### config.mk
export PLATFORM = sky130hd
export DESIGN_NAME = plfs_pin_mux
export DESIGN_NICKNAME = d
export VERILOG_FILES = /design/src/include/plfs_pkg.sv /design/src/hw/plfs_pin_mux.sv
export SDC_FILE = /design/constraint.sdc
export NUM_CORES = 1
export LEC_CHECK = 0
export CAP_MARGIN = 10
export CORE_MARGIN = 1
export CORE_UTILIZATION = 58
export DETAILED_ROUTE_END_ITERATION = 16
export DONT_BUFFER_PORTS = 1
export GPL_ROUTABILITY_DRIVEN = 0
export GPL_TIMING_DRIVEN = 0
export PLACE_DENSITY = 0.8
export SLEW_MARGIN = 20
export SYNTH_ARGS = -nofsm -noshare
export SYNTH_HDL_FRONTEND = slang
export SYNTH_SLANG_ARGS = --single-unit
### constraint.sdc
create_clock -name I_CLK -period 2.5 [get_ports I_CLK]
set_clock_uncertainty 0.05 [all_clocks]
set_input_delay 0.125 -clock I_CLK [delete_from_list [all_inputs] [get_ports I_CLK]]
set_output_delay 0.125 -clock I_CLK [all_outputs]
set_load 0.01 [all_outputs]
### src/include/plfs_pkg.sv
// Constants for the port L low pin function select block
package plfs_pkg;
    // Register byte offsets on the APB bus
    localparam logic [11:0] PLFS_OFS_FUNC    = 12'h000;
    localparam logic [11:0] PLFS_OFS_INV     = 12'h004;
    // Reset values
    localparam logic [15:0] PLFS_FUNC_RST    = 16'h0000;
    localparam logic [15:0] PLFS_INV_RST     = 16'h0000;
    // Writable bits; everything else reads zero
    localparam logic [15:0] PLFS_FUNC_WMASK  = 16'h557D;
    localparam logic [15:0] PLFS_INV_WMASK   = 16'h0380;
    // Field positions in the low function register
    localparam int          PLFS_POS_PIN7    = 14;
    localparam int          PLFS_POS_PIN6    = 12;
    localparam int          PLFS_POS_PIN5    = 10;
    localparam int          PLFS_POS_PIN4    = 8;
    localparam int          PLFS_POS_PIN3    = 6;
    localparam int          PLFS_POS_PIN2    = 4;
    localparam int          PLFS_POS_PIN1    = 2;
    localparam int          PLFS_POS_PIN0    = 0;
    // Field positions in the clock invert register
    localparam int          PLFS_POS_INV7    = 7;
    localparam int          PLFS_POS_INV8    = 8;
    localparam int          PLFS_POS_INV9    = 9;
    // Codes of the two-bit mode fields
    localparam logic [1:0]  PLFS_DUAL_GPIO   = 2'h0;
    localparam logic [1:0]  PLFS_DUAL_TIMER  = 2'h1;
    localparam logic [1:0]  PLFS_DUAL_IRQ    = 2'h2;
endpackage
### src/hw/plfs_pin_mux.sv
// Port L low pin function select, serial clock inversion and APB registers
//
// Functional notes
// - Bit 14: pin 7 GPIO or serial2 clock
// - Bit 12: pin 6 GPIO or ADC done
// - Bit 10: pin 5 GPIO or ADC trigger 1
// - Bit 8: pin 4 GPIO or ADC trigger 0
// - Bit 6: pin 3 GPIO or timer clock B
// - Bits 5:4: pin 2 GPIO/capcomp B/interrupt 7
// - Bits 3:2: pin 1 GPIO/capcomp A/interrupt 6
// - Bit 0: pin 0 GPIO or timer edge 10
// - Reserved function bits read zero, ignore writes
// - Invert register writable at bits 9..7 only
// - Inversion acts only in serial clock function
// - Invert bit set flips the serial clock
// - Invert register clears on reset, hardware standby
// - Invert register held through software standby and sleep
// - Function register clears on reset, hardware standby
// - Direction bit sets output for bidirectional functions
//
// Implementation choices: the address map and the APB register port.
`timescale 1ns/1ps
module plfs_pin_mux
    import plfs_pkg::*;
(
    input  wire logic        I_CLK,
    input  wire logic        I_SRST,
    input  wire logic        I_HW_STANDBY,
    input  wire logic        I_PSEL,
    input  wire logic        I_PENABLE,
    input  wire logic        I_PWRITE,
    input  wire logic [11:0] I_PADDR,
    input  wire logic [31:0] I_PWDATA,
    input  wire logic [3:0]  I_PSTRB,
    output logic             O_PREADY,
    output logic             O_PSLVERR,
    output logic [31:0]      O_PRDATA,
    input  wire logic [7:0]  I_PIN_IN,
    output logic [7:0]       O_PIN_OUT,
    output logic [7:0]       O_PIN_OE,
    input  wire logic [7:0]  I_GPIO_OUT,
    input  wire logic [7:0]  I_PIN_DIR,
    output logic [7:0]       O_GPIO_IN,
    input  wire logic        I_SERIAL2_CLOCK_OUT,
    output logic             O_SERIAL2_CLOCK_IN,
    input  wire logic        I_ADC_CONVERSION_DONE_OUT,
    output logic             O_ADC_TRIGGER_IN_1,
    output logic             O_ADC_TRIGGER_IN_0,
    output logic             O_TIMER_EXT_CLOCK_B,
    input  wire logic        I_TIMER11_CAPCOMP_B_OUT,
    output logic             O_TIMER11_CAPCOMP_B_IN,
    input  wire logic        I_TIMER11_CAPCOMP_A_OUT,
    output logic             O_TIMER11_CAPCOMP_A_IN,
    output logic             O_EXT_INTERRUPT_IN_7,
    output logic             O_EXT_INTERRUPT_IN_6,
    output logic             O_TIMER_EDGE_IN_10,
    input  wire logic [1:0]  I_HI_SCK_SEL,
    input  wire logic [1:0]  I_HI_SCK_TO_PIN,
    input  wire logic [1:0]  I_HI_SCK_FROM_PIN,
    output logic [1:0]       O_HI_SCK_TO_PIN,
    output logic [1:0]       O_HI_SCK_FROM_PIN
);

    logic [15:0] func_reg;
    logic [15:0] inv_reg;
    logic [31:0] prdata_reg;
    logic [7:0]  pin_out_next;
    logic [7:0]  pin_oe_next;
    logic        bus_write;
    logic        hit_func;
    logic        hit_inv;
    logic [1:0]  p2_sel;
    logic [1:0]  p1_sel;

    // Two-bit mode decode; code 11 falls back to GPIO
    function automatic logic [1:0] dual_decode(input logic [1:0] code);
        logic [1:0] sel;
        sel = 2'b00;
        case (code)
            PLFS_DUAL_TIMER: sel = 2'b01;
            PLFS_DUAL_IRQ:   sel = 2'b10;
            default:         sel = 2'b00;
        endcase
        return sel;
    endfunction

    // Byte-lane merge of a write into a 16-bit register with a write mask
    function automatic logic [15:0] merge16(input logic [15:0] old,
                                            input logic [31:0] wdata,
                                            input logic [3:0]  strb,
                                            input logic [15:0] wmask);
        logic [15:0] lanes;
        lanes = {{8{strb[1]}}, {8{strb[0]}}} & wmask;
        return (old & ~lanes) | (wdata[15:0] & lanes);
    endfunction

    // Address decode and APB handshake; zero wait states
    assign hit_func  = (I_PADDR == PLFS_OFS_FUNC);
    assign hit_inv   = (I_PADDR == PLFS_OFS_INV);
    assign O_PREADY  = I_PSEL & I_PENABLE;
    assign O_PSLVERR = I_PSEL & I_PENABLE & ~hit_func & ~hit_inv;
    assign bus_write = I_PSEL & I_PENABLE & I_PWRITE;
    assign O_PRDATA  = prdata_reg;

    // Read data is captured in the setup cycle so the access phase shows a flop
    always_ff @(posedge I_CLK) begin
        if (I_SRST) begin
            prdata_reg <= 32'h0000_0000;
        end else if (I_PSEL && !I_PENABLE && !I_PWRITE) begin
            if (hit_func) begin
                prdata_reg <= {16'h0000, func_reg & PLFS_FUNC_WMASK};
            end else if (hit_inv) begin
                prdata_reg <= {16'h0000, inv_reg & PLFS_INV_WMASK};
            end else begin
                prdata_reg <= 32'h0000_0000;
            end
        end
    end

    // Function register: no clear in sleep or software standby
    always_ff @(posedge I_CLK) begin
        if (I_SRST || I_HW_STANDBY) begin
            func_reg <= PLFS_FUNC_RST;
        end else if (bus_write && hit_func) begin
            func_reg <= merge16(func_reg, I_PWDATA, I_PSTRB, PLFS_FUNC_WMASK);
        end
    end

    // Invert register: only bits 9..7 ever hold a one
    always_ff @(posedge I_CLK) begin
        if (I_SRST || I_HW_STANDBY) begin
            inv_reg <= PLFS_INV_RST;
        end else if (bus_write && hit_inv) begin
            inv_reg <= merge16(inv_reg, I_PWDATA, I_PSTRB, PLFS_INV_WMASK);
        end
    end

    assign p2_sel = dual_decode(func_reg[PLFS_POS_PIN2 +: 2]);
    assign p1_sel = dual_decode(func_reg[PLFS_POS_PIN1 +: 2]);

    // Pin drive select; GPIO direction bit steers every bidirectional function
    always_comb begin
        pin_out_next = I_GPIO_OUT;
        pin_oe_next  = I_PIN_DIR;
        if (func_reg[PLFS_POS_PIN7]) begin
            pin_out_next[7] = I_SERIAL2_CLOCK_OUT ^ inv_reg[PLFS_POS_INV7];
        end
        if (func_reg[PLFS_POS_PIN6]) begin
            pin_out_next[6] = I_ADC_CONVERSION_DONE_OUT;
            pin_oe_next[6]  = 1'b1;
        end
        if (func_reg[PLFS_POS_PIN5]) begin
            pin_oe_next[5] = 1'b0;
        end
        if (func_reg[PLFS_POS_PIN4]) begin
            pin_oe_next[4] = 1'b0;
        end
        if (func_reg[PLFS_POS_PIN3]) begin
            pin_oe_next[3] = 1'b0;
        end
        if (p2_sel[0]) begin
            pin_out_next[2] = I_TIMER11_CAPCOMP_B_OUT;
        end else if (p2_sel[1]) begin
            pin_oe_next[2] = 1'b0;
        end
        if (p1_sel[0]) begin
            pin_out_next[1] = I_TIMER11_CAPCOMP_A_OUT;
        end else if (p1_sel[1]) begin
            pin_oe_next[1] = 1'b0;
        end
        if (func_reg[PLFS_POS_PIN0]) begin
            pin_oe_next[0] = 1'b0;
        end
    end

    // Pin drive flops; one cycle of latency on every outbound path
    always_ff @(posedge I_CLK) begin
        if (I_SRST) begin
            O_PIN_OUT <= 8'h00;
            O_PIN_OE  <= 8'h00;
        end else begin
            O_PIN_OUT <= pin_out_next;
            O_PIN_OE  <= pin_oe_next;
        end
    end

    // Inbound routing; unselected peripheral inputs sit low so they see no edges
    always_ff @(posedge I_CLK) begin
        if (I_SRST) begin
            O_GPIO_IN              <= 8'h00;
            O_SERIAL2_CLOCK_IN     <= 1'b0;
            O_ADC_TRIGGER_IN_1     <= 1'b0;
            O_ADC_TRIGGER_IN_0     <= 1'b0;
            O_TIMER_EXT_CLOCK_B    <= 1'b0;
            O_TIMER11_CAPCOMP_B_IN <= 1'b0;
            O_TIMER11_CAPCOMP_A_IN <= 1'b0;
            O_EXT_INTERRUPT_IN_7   <= 1'b0;
            O_EXT_INTERRUPT_IN_6   <= 1'b0;
            O_TIMER_EDGE_IN_10     <= 1'b0;
        end else begin
            O_GPIO_IN              <= I_PIN_IN;
            O_SERIAL2_CLOCK_IN     <= func_reg[PLFS_POS_PIN7] &
                                      (I_PIN_IN[7] ^ inv_reg[PLFS_POS_INV7]);
            O_ADC_TRIGGER_IN_1     <= func_reg[PLFS_POS_PIN5] & I_PIN_IN[5];
            O_ADC_TRIGGER_IN_0     <= func_reg[PLFS_POS_PIN4] & I_PIN_IN[4];
            O_TIMER_EXT_CLOCK_B    <= func_reg[PLFS_POS_PIN3] & I_PIN_IN[3];
            O_TIMER11_CAPCOMP_B_IN <= p2_sel[0] & I_PIN_IN[2];
            O_TIMER11_CAPCOMP_A_IN <= p1_sel[0] & I_PIN_IN[1];
            O_EXT_INTERRUPT_IN_7   <= p2_sel[1] & I_PIN_IN[2];
            O_EXT_INTERRUPT_IN_6   <= p1_sel[1] & I_PIN_IN[1];
            O_TIMER_EDGE_IN_10     <= func_reg[PLFS_POS_PIN0] & I_PIN_IN[0];
        end
    end

    // Upper serial clock pins: their function select lives outside this block
    always_ff @(posedge I_CLK) begin
        if (I_SRST) begin
            O_HI_SCK_TO_PIN   <= 2'b00;
            O_HI_SCK_FROM_PIN <= 2'b00;
        end else begin
            O_HI_SCK_TO_PIN   <= I_HI_SCK_TO_PIN ^
                (I_HI_SCK_SEL & inv_reg[PLFS_POS_INV9:PLFS_POS_INV8]);
            O_HI_SCK_FROM_PIN <= I_HI_SCK_FROM_PIN ^
                (I_HI_SCK_SEL & inv_reg[PLFS_POS_INV9:PLFS_POS_INV8]);
        end
    end
endmodule

# [After elaboration in Yosys (flattened, before gate mapping)]
# Index checks and enable logic that the tools add are counted.
[classes] n_eq_ne=5 muxes=13 bitwise=28 reduce_logical=12
[ops] op="$and A16 B16 Y16" count=2
[ops] op="$or A16 B16 Y16" count=2
[ops] op="$and A16 B10 Y16" count=1
[ops] op="$and A16 B15 Y16" count=1
[ops] op="$not A10 Y16" count=1
[ops] op="$not A15 Y16" count=1
[ops] op="$mux W15" count=1
[ops] op="$and A1 B1 Y1" count=13
[ops] op="$eq A12 B3 Y1 const B" count=1
[ops] op="$logic_not A12 Y1" count=1
[ops] op="$mux W10" count=1
[ops] op="$mux W1" count=9
[ops] op="$pmux W2 S2" count=2
[ops] op="$reduce_or A2 Y1" count=4
[ops] op="$eq A2 B1 Y1 const B" count=2
[ops] op="$eq A2 B2 Y1 const B" count=2
[ops] op="$logic_and A1 B1 Y1" count=4
[ops] op="$xor A2 B2 Y2" count=2
[ops] op="$and A2 B2 Y2" count=1
[ops] op="$logic_not A1 Y1" count=2
[ops] op="$not A1 Y1" count=2
[ops] op="$xor A1 B1 Y1" count=2
[ops] op="$logic_or A1 B1 Y1" count=1
[totals] regBits=101 in_bits=88 out_inout_bits=71 wordCells=79

# [Logic depth before layout (Yosys ltp)]
# Gate-level depths: netlist of run 1.
[depth] depth_word=4 ltp_mapped=6 mapped_depth_nobuf=4

# [Worst setup path after synthesis of run 1]
# OpenSTA, ideal clock, no wires.
[synth_timing] path_kind="in2reg" startpoint="input I_PADDR[5]" endpoint="register prdata_reg[0], in the netlist O_PRDATA[0]" setup_ns=0.060 t_arrival_ns=1.846 t_required_ns=2.390 path_slack_ns=0.545 path_stages=6 path_buffers=2 path_cell_list="or4_4 > buf_6 > or4_4 > buf_6 > nor3_4 > a22o_1"
[synth_between] elab_chain_cells=2
[synth_lines] item="start, declared" line_no="plfs_pin_mux.sv:32" text="input wire logic [11:0] I_PADDR,"
[synth_lines] item="$logic_not A12 Y1" line_no="plfs_pin_mux.sv:98" text="assign hit_func = (I_PADDR == PLFS_OFS_FUNC);"
[synth_lines] item="$mux W15" line_no="plfs_pin_mux.sv:110" text="if (hit_func) begin"
[synth_lines] item="end signal, assigned" line_no="plfs_pin_mux.sv:111" text="prdata_reg <= {16'h0000, func_reg & PLFS_FUNC_WMASK};"
[synth_lines] item="end signal, assigned" line_no="plfs_pin_mux.sv:113" text="prdata_reg <= {16'h0000, inv_reg & PLFS_INV_WMASK};"
[synth_lines] item="end, declared" line_no="plfs_pin_mux.sv:66" text="logic [31:0] prdata_reg;"
# No other way between the ends.
# A chain may end at the register's enable or synchronous reset.

# [Worst setup path in the final report of run 1]
[layout_timing] startpoint="input I_SRST" endpoint="register O_PIN_OUT[7]"
[layout_rtl] item="start, declared" line_no="plfs_pin_mux.sv:27" text="input wire logic I_SRST,"
[layout_rtl] item="end signal, assigned" line_no="plfs_pin_mux.sv:182" text="O_PIN_OUT <= pin_out_next;"
[layout_rtl] item="end, declared" line_no="plfs_pin_mux.sv:39" text="output logic [7:0] O_PIN_OUT,"
# No word-level cell between the ends.

==> results of run 1 <==
[worst reg2reg max path: stages, from the launching register on]
cell and delay [ns]:
dfxtp_1 0.37, nand2b_1 0.16, mux2i_1 0.23, dlygate4sd3_1 0.59, nor2_1 0.04
[final cells by class]
type | count | share of cell area (%)
flip-flops and latches | 62 | 40.1
multi-input cells | 153 | 29.7
repair buffers | 45 | 14.6
plain buffers | 29 | 6.63
clock buffers | 12 | 4.69
clock inverters | 4 | 2.26
well taps | 48 | 1.94
inverters | 1 | 0.121
[stage by stage]
step	setup slack, ns	power, mW	instances
finish	0.510	2.16	354
global placement	0.388	1.15	293
global route	0.355	2.22	354
floorplan	0.545	1.14	245
CTS	0.513	2.15	354
detailed placement	0.359	1.15	293
[per-layer routing]
metal,part of all wire (%),vias up,wire length (µm)
li1,-,878,-
met1,40,794,2260
met2,49,91,2800
met3,7.9,14,451
met4,2.9,0,167
met5,0,-,0
[power by group through the flow]
stage | clock network [mW] | registers (mW) | logic, mW
floorplan | 0 | 1.05 | 0.0839
global placement | 0 | 1.05 | 0.0960
detailed placement | 0 | 1.06 | 0.0979
CTS | 0.964 | 1.03 | 0.155
global route | 1.01 | 1.03 | 0.173
finish | 0.963 | 1.03 | 0.161
[kinds of logic (layout without fill, tap and decap cells)]
group	after synthesis	count (layout)	share of synthesized area, %
AO/OA/AOI/OAI	25	25	7.68
XOR/XNOR	6	6	2.29
buffers and inverters	30	91	9.09
flip-flops	62	62	54.0
multiplexers	11	11	4.84
other	1	20	0.163
AND/OR/NAND/NOR	91	91	21.9
[layout by cell type, fill, tap and decap left out, types with 2 or more instances in the layout]
cell           netlist  final
a21boi_0             6      6
a21oi_1              3      3
a22o_1               9      9
and2_1               8      8
buf_4               20     20
buf_6                2      2
bufinv_16            0      2
clkbuf_1             5      7
clkbuf_8             0     10
clkinv_2             0      2
conb_1               1     20
dfxtp_1             62     62
dlygate4sd3_1        0     45
mux2i_1             10     10
nand2_1             20     20
nand2b_1             2      2
nand3_1             10     10
nor2_1              13     13
nor2b_1             16     16
nor3_1               2      2
nor3b_1              9      9
nor4_1               2      2
o21ai_0              6      6
or3_1                3      3
or4_4                2      2
xnor2_1              2      2
xor2_1               4      4
[timing repair]
item                                    in CTS  in global routing
hold buffers                                45                  0
hold endpoints to repair                    44                  0
endpoints found under the setup margin       0                  0
[path summary, 6_finish.rpt]
check / cells after the start / endpoint
worst max-delay path: 5 / O_PIN_OUT[7]
worst min-delay path: 3 / O_HI_SCK_FROM_PIN[0]
worst max register to register: 4 / O_PIN_OUT[2]
worst min register to register: 1 / O_PIN_OE[3]
==> results.py, run 1 <==
metrics = {
    "clock_network": {
        "clk_latency_ns": 0.34,
        "clock-sinks": 62,
        "cts-root-buf": "clkbuf_8",
        "path_clk_slew_ns": 0.07,
        "ctsResizeCount": 0,
        "htree_levels": 3,
        "cts_buffers": 9,
        "clock_path_buffers": 2,
        "cts_tree": "done",
        "postCtsSetupRepairBufs": 0,
    },
    "logic_synthesis": {
        "syn_area_um2": 2300,
        "ys.flop_type": "dfxtp_1",
        "synthTopCellsByArea": "dfxtp_1, buf_4, mux2i_1",
        "synthArstFlopShare_pct": 0,
        "yosysMostFrequentCell": "dfxtp_1",
        "synth-seq-cells": 62,
        "yosys.cell_types.count": 32,
        "synth_edf_count": 0,
        "syn-mean-instance-area_um2": 10.2,
        "yosys.area.top_type": "dfxtp_1",
        "yosysWarnings": 0,
        "synth.top_cell.area_share_pct": 54.0,
        "ys_seq_area_share_pct": 54.0,
        "postSynthCellCount": 226,
        "yosys-top-cells-count": "dfxtp_1, buf_4, nand2_1",
    },
    "worst_setup_path": {
        "crit_top_cell": "clkbuf_1",
        "worstPathArrival_ns": 2.17,
        "startpoint": "I_SRST",
        "path_class": "input port to register",
        "critical_path.cell_chain": "clkdlybuf4s15_1 -> clkbuf_1 -> clkbuf_1 -> a211oi_1 -> dlygate4sd3_1",
        "cpMaxStageDelayCell": "dlygate4sd3_1",
        "path_max_fanout": 10,
        "critical_path_required_ns": 2.68,
        "cp-end-kind": "register",
        "critical-path-top-delay-family": "buffers and inverters",
        "ff2ff_setup_slack_ns": 0.93,
        "startpoint_type": "input port",
        "cp.buffers_inverters": 4,
        "slowest_delay_ns": 0.58,
    },
    "timing": {
        "worst_pin_slew_ns": 0.946,
        "setup_tns_ns": 0,
        "rsz0062_at_grt": "false",
        "hold_viol_final": 0,
        "fin_crit_ns": 1.99,
        "fin_crit_sh_pct": 79.6,
        "setup_viol": 0,
        "drv_slew": 0,
        "fmax_ghz": 0.503,
        "slew_headroom_pct": 36.3,
        "whs_ns": 0.0372,
    },
    "pwr": {
        "p_clk_share_pct": 44.6,
        "switchingPower_mw": 0.468,
        "ir_worst_vdd_mv": 0.469,
        "combPwrFrac_pct": 7.4,
        "p_per_area_nw_per_um2": 697,
        "p_int_mw": 1.69,
        "swShare_pct": 21.7,
        "share_seq_of_total_power_pct": 47.9,
        "p_leak_nw": 1.29,
    },
    "placement": {
        "dp.final_hpwl_mm": 3.50,
        "io_buffers": 0,
        "place_area_um2": 2430,
    },
    "floorplanning": {
        "fp.dieH_um": 65.0,
        "dieArea_um2": 4220,
        "ios": 159,
        "start_util_pct": 61.4,
        "die_w_um": 65.0,
        "rows": 22,
        "core_um2": 3740,
    },
    "route": {
        "routed_wl_mm": 5.68,
        "vias": 1777,
        "drc": 0,
        "drt_iter0_drc": 40,
        "ant_nets": 0,
        "dr.pass1.iters": 4,
        "viasPerCell": 5.02,
        "routedWlPerCell_um": 16.1,
    },
    "layout": {
        "area_delta_synth_final_pct": 34.7,
        "drive_gt1_share_pct": 13.1,
        "nets": 389,
        "antenna_cells": 0,
        "finalInstanceArea_um2": 3100,
        "fillCellCount": 229,
        "multiInputGateArea_um2": 920,
        "fin_util_pct": 82.7,
        "seq_area_um2": 1240,
    },
    "global_route": {
        "grt.met2_usage_pct": 50.3,
        "grt_pass1_wl_mm": 8.67,
        "grt_use_met3_pct": 10.6,
        "grt.busiest_layer": "met2",
        "grtUsageMet1_pct": 28.1,
        "grt_usage_pct": 28.3,
        "antenna_found_initial": 0,
        "grt_overflow": 0,
        "grt_pass1_vias": 1852,
        "grt_max_degree": 11,
    },
    "min_path": {
        "min-delay-start": "I_HI_SCK_SEL[0]",
        "hold_path.class": "input port to register",
    },
    "run_status": {
        "status": "finished, final reports clean",
    },
    "job": {
        "drv_cap": 0,
    },
}
Power figures use the tool's default switching activity.
==> inputs of run 2 (changes only) <==
Clock period 2.5 ns to 1.95 ns, I/O delays scaled along.
==> run 2 against run 1 <==
Power rose by 28%. Critical path depth rose by 1. Core utilization rose by 0.80 points. Via count rose by 2.4%. Final area rose by 0.97%. Die area did not move. Register-to-register slack got worse by 0.56 ns. Global-route usage fell by 0.19 points. Flip-flop and latch count did not move. Critical endpoint is now O_PRDATA[0].
==> results.py, run 2 (synthesis results as in run 1) <==
metrics = {
    "route": {
        "routed_wl_mm": 5.61,
        "dr.pass1.iters": 4,
        "routedWlPerCell_um": 15.7,
        "drc": 0,
        "ant_nets": 0,
        "drt_iter0_drc": 52,
        "vias": 1820,
        "viasPerCell": 5.10,
    },
    "floorplanning": {
        "start_util_pct": 61.4,
        "die_w_um": 65.0,
        "ios": 159,
        "rows": 22,
        "fp.dieH_um": 65.0,
        "dieArea_um2": 4220,
        "core_um2": 3740,
    },
    "timing": {
        "fin_crit_sh_pct": 90.9,
        "fmax_ghz": 0.564,
        "hold_viol_final": 0,
        "worst_pin_slew_ns": 0.945,
        "setup_viol": 0,
        "fin_crit_ns": 1.77,
        "drv_slew": 0,
        "slew_headroom_pct": 36.4,
        "rsz0062_at_grt": "false",
    },
    "placement": {
        "io_buffers": 0,
        "dp.final_hpwl_mm": 3.50,
    },
    "clock_network": {
        "cts_tree": "done",
        "path_clk_slew_ns": 0.07,
        "postCtsSetupRepairBufs": 0,
        "clk_latency_ns": 0.33,
        "clock-sinks": 62,
        "ctsResizeCount": 0,
        "clock_path_buffers": 2,
        "cts_buffers": 9,
        "htree_levels": 3,
        "cts-root-buf": "clkbuf_8",
    },
    "worst_setup_path": {
        "worstPathArrival_ns": 2.00,
        "r2r_cells": 4,
        "startpoint_type": "input port",
        "path_max_fanout": 9,
        "r2r_end": "O_PIN_OUT[2]",
        "path_class": "input port to register",
        "startpoint": "I_PADDR[5]",
        "critical_path_required_ns": 2.17,
        "ff2ff_setup_slack_ns": 0.37,
        "cp-end-kind": "register",
    },
    "global_route": {
        "grt_overflow": 0,
        "grt_usage_pct": 28.2,
        "grt_pass1_wl_mm": 8.69,
        "grt_max_degree": 11,
        "antenna_found_initial": 0,
        "grt_pass1_vias": 1838,
    },
    "pwr": {
        "power_mw": 2.76,
        "p_leak_nw": 1.30,
        "ir_worst_vdd_mv": 0.595,
        "p_per_area_nw_per_um2": 883,
    },
    "min_path": {
        "whs_path_depth": 3,
        "min-delay-start": "I_PADDR[2]",
        "hold_path.class": "input port to register",
    },
    "layout": {
        "final_cell_mix": "dfxtp_1, dlygate4sd3_1, nand2_1, buf_4, conb_1",
        "area_delta_synth_final_pct": 36.0,
        "antenna_cells": 0,
        "fillCellCount": 220,
        "multiInputGateArea_um2": 920,
        "nets": 392,
        "fin_util_pct": 83.5,
        "drive_gt1_share_pct": 12.9,
        "mostFrequentLayoutCell": "dfxtp_1",
        "seq_area_um2": 1240,
    },
    "run_status": {
        "status": "finished, final reports clean",
    },
    "job": {
        "drv_cap": 0,
    },
}
## run 2: timing repair
action,in CTS,in global routing
endpoints found under the hold margin,46,0
setup endpoints to repair,0,0
hold buffers,48,0
## run 2: final cells by class
| cell class | count | share of cell area, % |
|---|---|---|
| Buffer | 29 | 6.57 |
| Multi-Input combinational cell | 153 | 29.4 |
| Clock buffer | 12 | 4.64 |
| Sequential cell | 62 | 39.7 |
| Inverter | 1 | 0.120 |
| Clock inverter | 4 | 2.24 |
| Tap cell | 48 | 1.92 |
| Timing Repair Buffer | 48 | 15.4 |
## run 2: critical path: stages
cell	delay, ns
or4_4	0.52
buf_6	0.15
or4_4	0.50
buf_6	0.15
nor3_4	0.39
a22o_1	0.19
## run 2: worst max path at each step
stage                        to  slack, ns  depth (start not counted)
floorplan           O_PRDATA[0]       0.02                          6
global placement    O_PRDATA[5]      -0.13                          6
detailed placement  O_PRDATA[4]      -0.16                          6
CTS                 O_PRDATA[0]       0.19                          6
global route        O_PRDATA[2]       0.13                          6
finish              O_PRDATA[0]       0.18                          6
## run 2: metrics by stage
step                instances  TNS, ns  area [µm²]  hold slack, ns  worst slack (ns)
CTS                       357        0        3130         0.00395             0.188
global placement          293    -1.21        2430           0.169            -0.135
floorplan                 245        0        2370           0.163            0.0222
detailed placement        293    -1.55        2430           0.173            -0.163
finish                    357        0        3130          0.0258             0.177
global route              357        0        3130          0.0351             0.134
## run 2: power by group
group	switching, mW	internal, mW	total (mW)
clock network	0.474	0.751	1.23
registers	0.0270	1.30	1.32
logic	0.0906	0.120	0.210
## run 2: per-layer routing
layer  GRT usage (%)  part of all wire (%)
met3            10.4                   8.0
met2            50.9                    51
met5               0                     0
met4            11.4                   1.4
met1            28.9                    39
==> inputs of run 3 (changes only) <==
--- a/config.mk
+++ b/config.mk
@@ -9,4 +9,5 @@
 export CORE_MARGIN = 1
 export CORE_UTILIZATION = 58
+export CTS_BUF_LIST = sky130_fd_sc_hd__clkbuf_4 sky130_fd_sc_hd__clkbuf_8
 export DETAILED_ROUTE_END_ITERATION = 16
 export DONT_BUFFER_PORTS = 1
@@ -14,5 +15,5 @@
 export GPL_TIMING_DRIVEN = 0
 export PLACE_DENSITY = 0.8
-export SLEW_MARGIN = 20
+export SLEW_MARGIN = 25
 export SYNTH_ARGS = -nofsm -noshare
 export SYNTH_HDL_FRONTEND = slang
--- a/constraint.sdc
+++ b/constraint.sdc
@@ -3,3 +3,3 @@
 set_input_delay 0.0975 -clock I_CLK [delete_from_list [all_inputs] [get_ports I_CLK]]
 set_output_delay 0.0975 -clock I_CLK [all_outputs]
-set_load 0.01 [all_outputs]
+set_load 0.005 [all_outputs]
==> run 3 against run 2 <==
Global-route usage up 0.88 points. Flip-flop and latch count is the same. Clock power is essentially flat. Register-to-register slack about the same. Critical path depth unchanged. Routed wire length rose by 3.3%. Maximum frequency up 0.53%.
==> results.py, run 3 (synthesis results as in run 1) <==
metrics = {
    "pwr": {
        "p_per_area_nw_per_um2": 887,
        "switchingPower_mw": 0.584,
        "power_mw": 2.78,
        "ir_worst_vdd_mv": 0.595,
        "p_int_mw": 2.20,
        "p_leak_nw": 1.31,
        "combPwrFrac_pct": 7.3,
        "share_seq_of_total_power_pct": 47.2,
        "swShare_pct": 21.0,
        "p_clk_share_pct": 45.5,
    },
    "route": {
        "drc": 0,
        "routedWlPerCell_um": 16.2,
        "viasPerCell": 5.14,
        "ant_nets": 0,
        "vias": 1835,
        "dr.pass1.iters": 4,
        "routed_wl_mm": 5.80,
        "drt_iter0_drc": 54,
    },
    "global_route": {
        "grt_usage_pct": 29.0,
        "grt_pass1_wl_mm": 8.95,
        "grt_max_degree": 11,
        "antenna_found_initial": 0,
        "grt_pass1_vias": 1884,
        "grt_overflow": 0,
    },
    "worst_setup_path": {
        "critical-path-top-delay-family": "simple AND/OR/NAND/NOR gates",
        "cpMaxStageDelayCell": "or4_4",
        "path_class": "input port to register",
        "startpoint": "I_PADDR[5]",
        "critical_path.cell_chain": "or4_4 -> buf_6 -> or4_4 -> buf_6 -> nor3_4 -> a22o_1",
        "path_max_fanout": 9,
        "startpoint_type": "input port",
        "worstPathArrival_ns": 1.99,
        "cp.buffers_inverters": 2,
        "slowest_delay_ns": 0.52,
        "cp_num_cells": 6,
        "ff2ff_setup_slack_ns": 0.37,
        "cp-end-kind": "register",
        "critical_path_required_ns": 2.17,
        "r2r_cells": 4,
    },
    "clock_network": {
        "postCtsSetupRepairBufs": 0,
        "cts_tree": "done",
        "cts_buffers": 9,
        "cts-root-buf": "clkbuf_8",
        "clock_path_buffers": 2,
        "path_clk_slew_ns": 0.07,
        "clk_latency_ns": 0.33,
        "clock-sinks": 62,
        "htree_levels": 3,
    },
    "placement": {
        "dp.final_hpwl_mm": 3.50,
        "io_buffers": 0,
        "place_area_um2": 2430,
    },
    "layout": {
        "antenna_cells": 0,
        "final_cell_mix": "dfxtp_1, dlygate4sd3_1, nand2_1, buf_4, conb_1",
        "mostFrequentLayoutCell": "dfxtp_1",
        "fillCellCount": 216,
        "drive_gt1_share_pct": 13.6,
        "finalInstanceArea_um2": 3130,
        "nets": 392,
        "area_delta_synth_final_pct": 36.3,
        "fin_util_pct": 83.7,
    },
    "floorplanning": {
        "die_w_um": 65.0,
        "fp.dieH_um": 65.0,
        "rows": 22,
        "ios": 159,
        "start_util_pct": 61.4,
        "core_um2": 3740,
        "dieArea_um2": 4220,
    },
    "timing": {
        "hold_viol_final": 0,
        "fmax_ghz": 0.567,
        "worst_pin_slew_ns": 0.947,
        "setup_viol": 0,
        "fin_crit_sh_pct": 90.5,
        "fin_crit_ns": 1.76,
        "slew_headroom_pct": 36.3,
        "whs_ns": 0.0239,
        "rsz0062_at_grt": "false",
        "drv_slew": 0,
    },
    "job": {
        "drv_cap": 0,
    },
    "min_path": {
        "min-delay-start": "I_PADDR[2]",
        "hold_path.class": "input port to register",
        "whs_path_depth": 3,
    },
    "run_status": {
        "status": "finished, final reports clean",
    },
}
run 3: cell counts in the layout (fill, tap and decap cells not counted):
Identical to the previous run, type by type.
run 3: layout make-up:
type / count / area, µm² / share of cell area [%]
plain buffers: 29 / 205 / 6.55
clock buffers: 12 / 153 / 4.87
clock inverters: 4 / 70.1 / 2.24
inverters: 1 / 3.75 / 0.120
multi-input cells: 153 / 920 / 29.4
flip-flops and latches: 62 / 1240 / 39.6
well taps: 48 / 60.1 / 1.92
repair buffers: 48 / 480 / 15.3
run 3: path summary, 6_finish.rpt:
kind                        to
setup / recovery   O_PRDATA[0]
hold / removal        register
setup reg to reg  O_PIN_OUT[2]
hold reg to reg    O_PRDATA[8]
run 3: timing repair:
action / 4_1_cts / 5_1_grt
hold buffers: 48 / 0
hold endpoints to repair: 46 / 0
resized for setup: 0 / 0
run 3: power by group through the flow:
stage	Clock, mW	Combinational, mW	Sequential [mW]
final	1.26	0.202	1.31
after CTS	1.26	0.193	1.31
after floorplan	0	0.0977	1.34
after global routing	1.34	0.218	1.31
after detailed placement	0	0.116	1.34
after global placement	0	0.113	1.34
run 3: metal layers:
layer	wire length (µm)	global-route usage (%)	share of wire (%)	vias up
li1	-	-	-	879
met1	2220	29.6	38	831
met2	2930	51.8	51	111
met3	506	9.86	8.7	14
met4	139	15.0	2.4	0
met5	0	0	0	-
run 3: tightest hold or removal path: cells and delay by family:
| kind | cells | cell delay [ns] |
|---|---|---|
| AOI/OAI and AO/OA | 1 | 0.06 |
| and+or+nand+nor | 2 | 0.20 |
run 3: metrics by stage:
stage	setup TNS [ns]	cells	setup WS, ns
after floorplan	0	245	0.0222
after global placement	-1.21	293	-0.135
after detailed placement	-1.55	293	-0.163
after CTS	0	357	0.189
after global routing	0	357	0.133
final	0	357	0.186
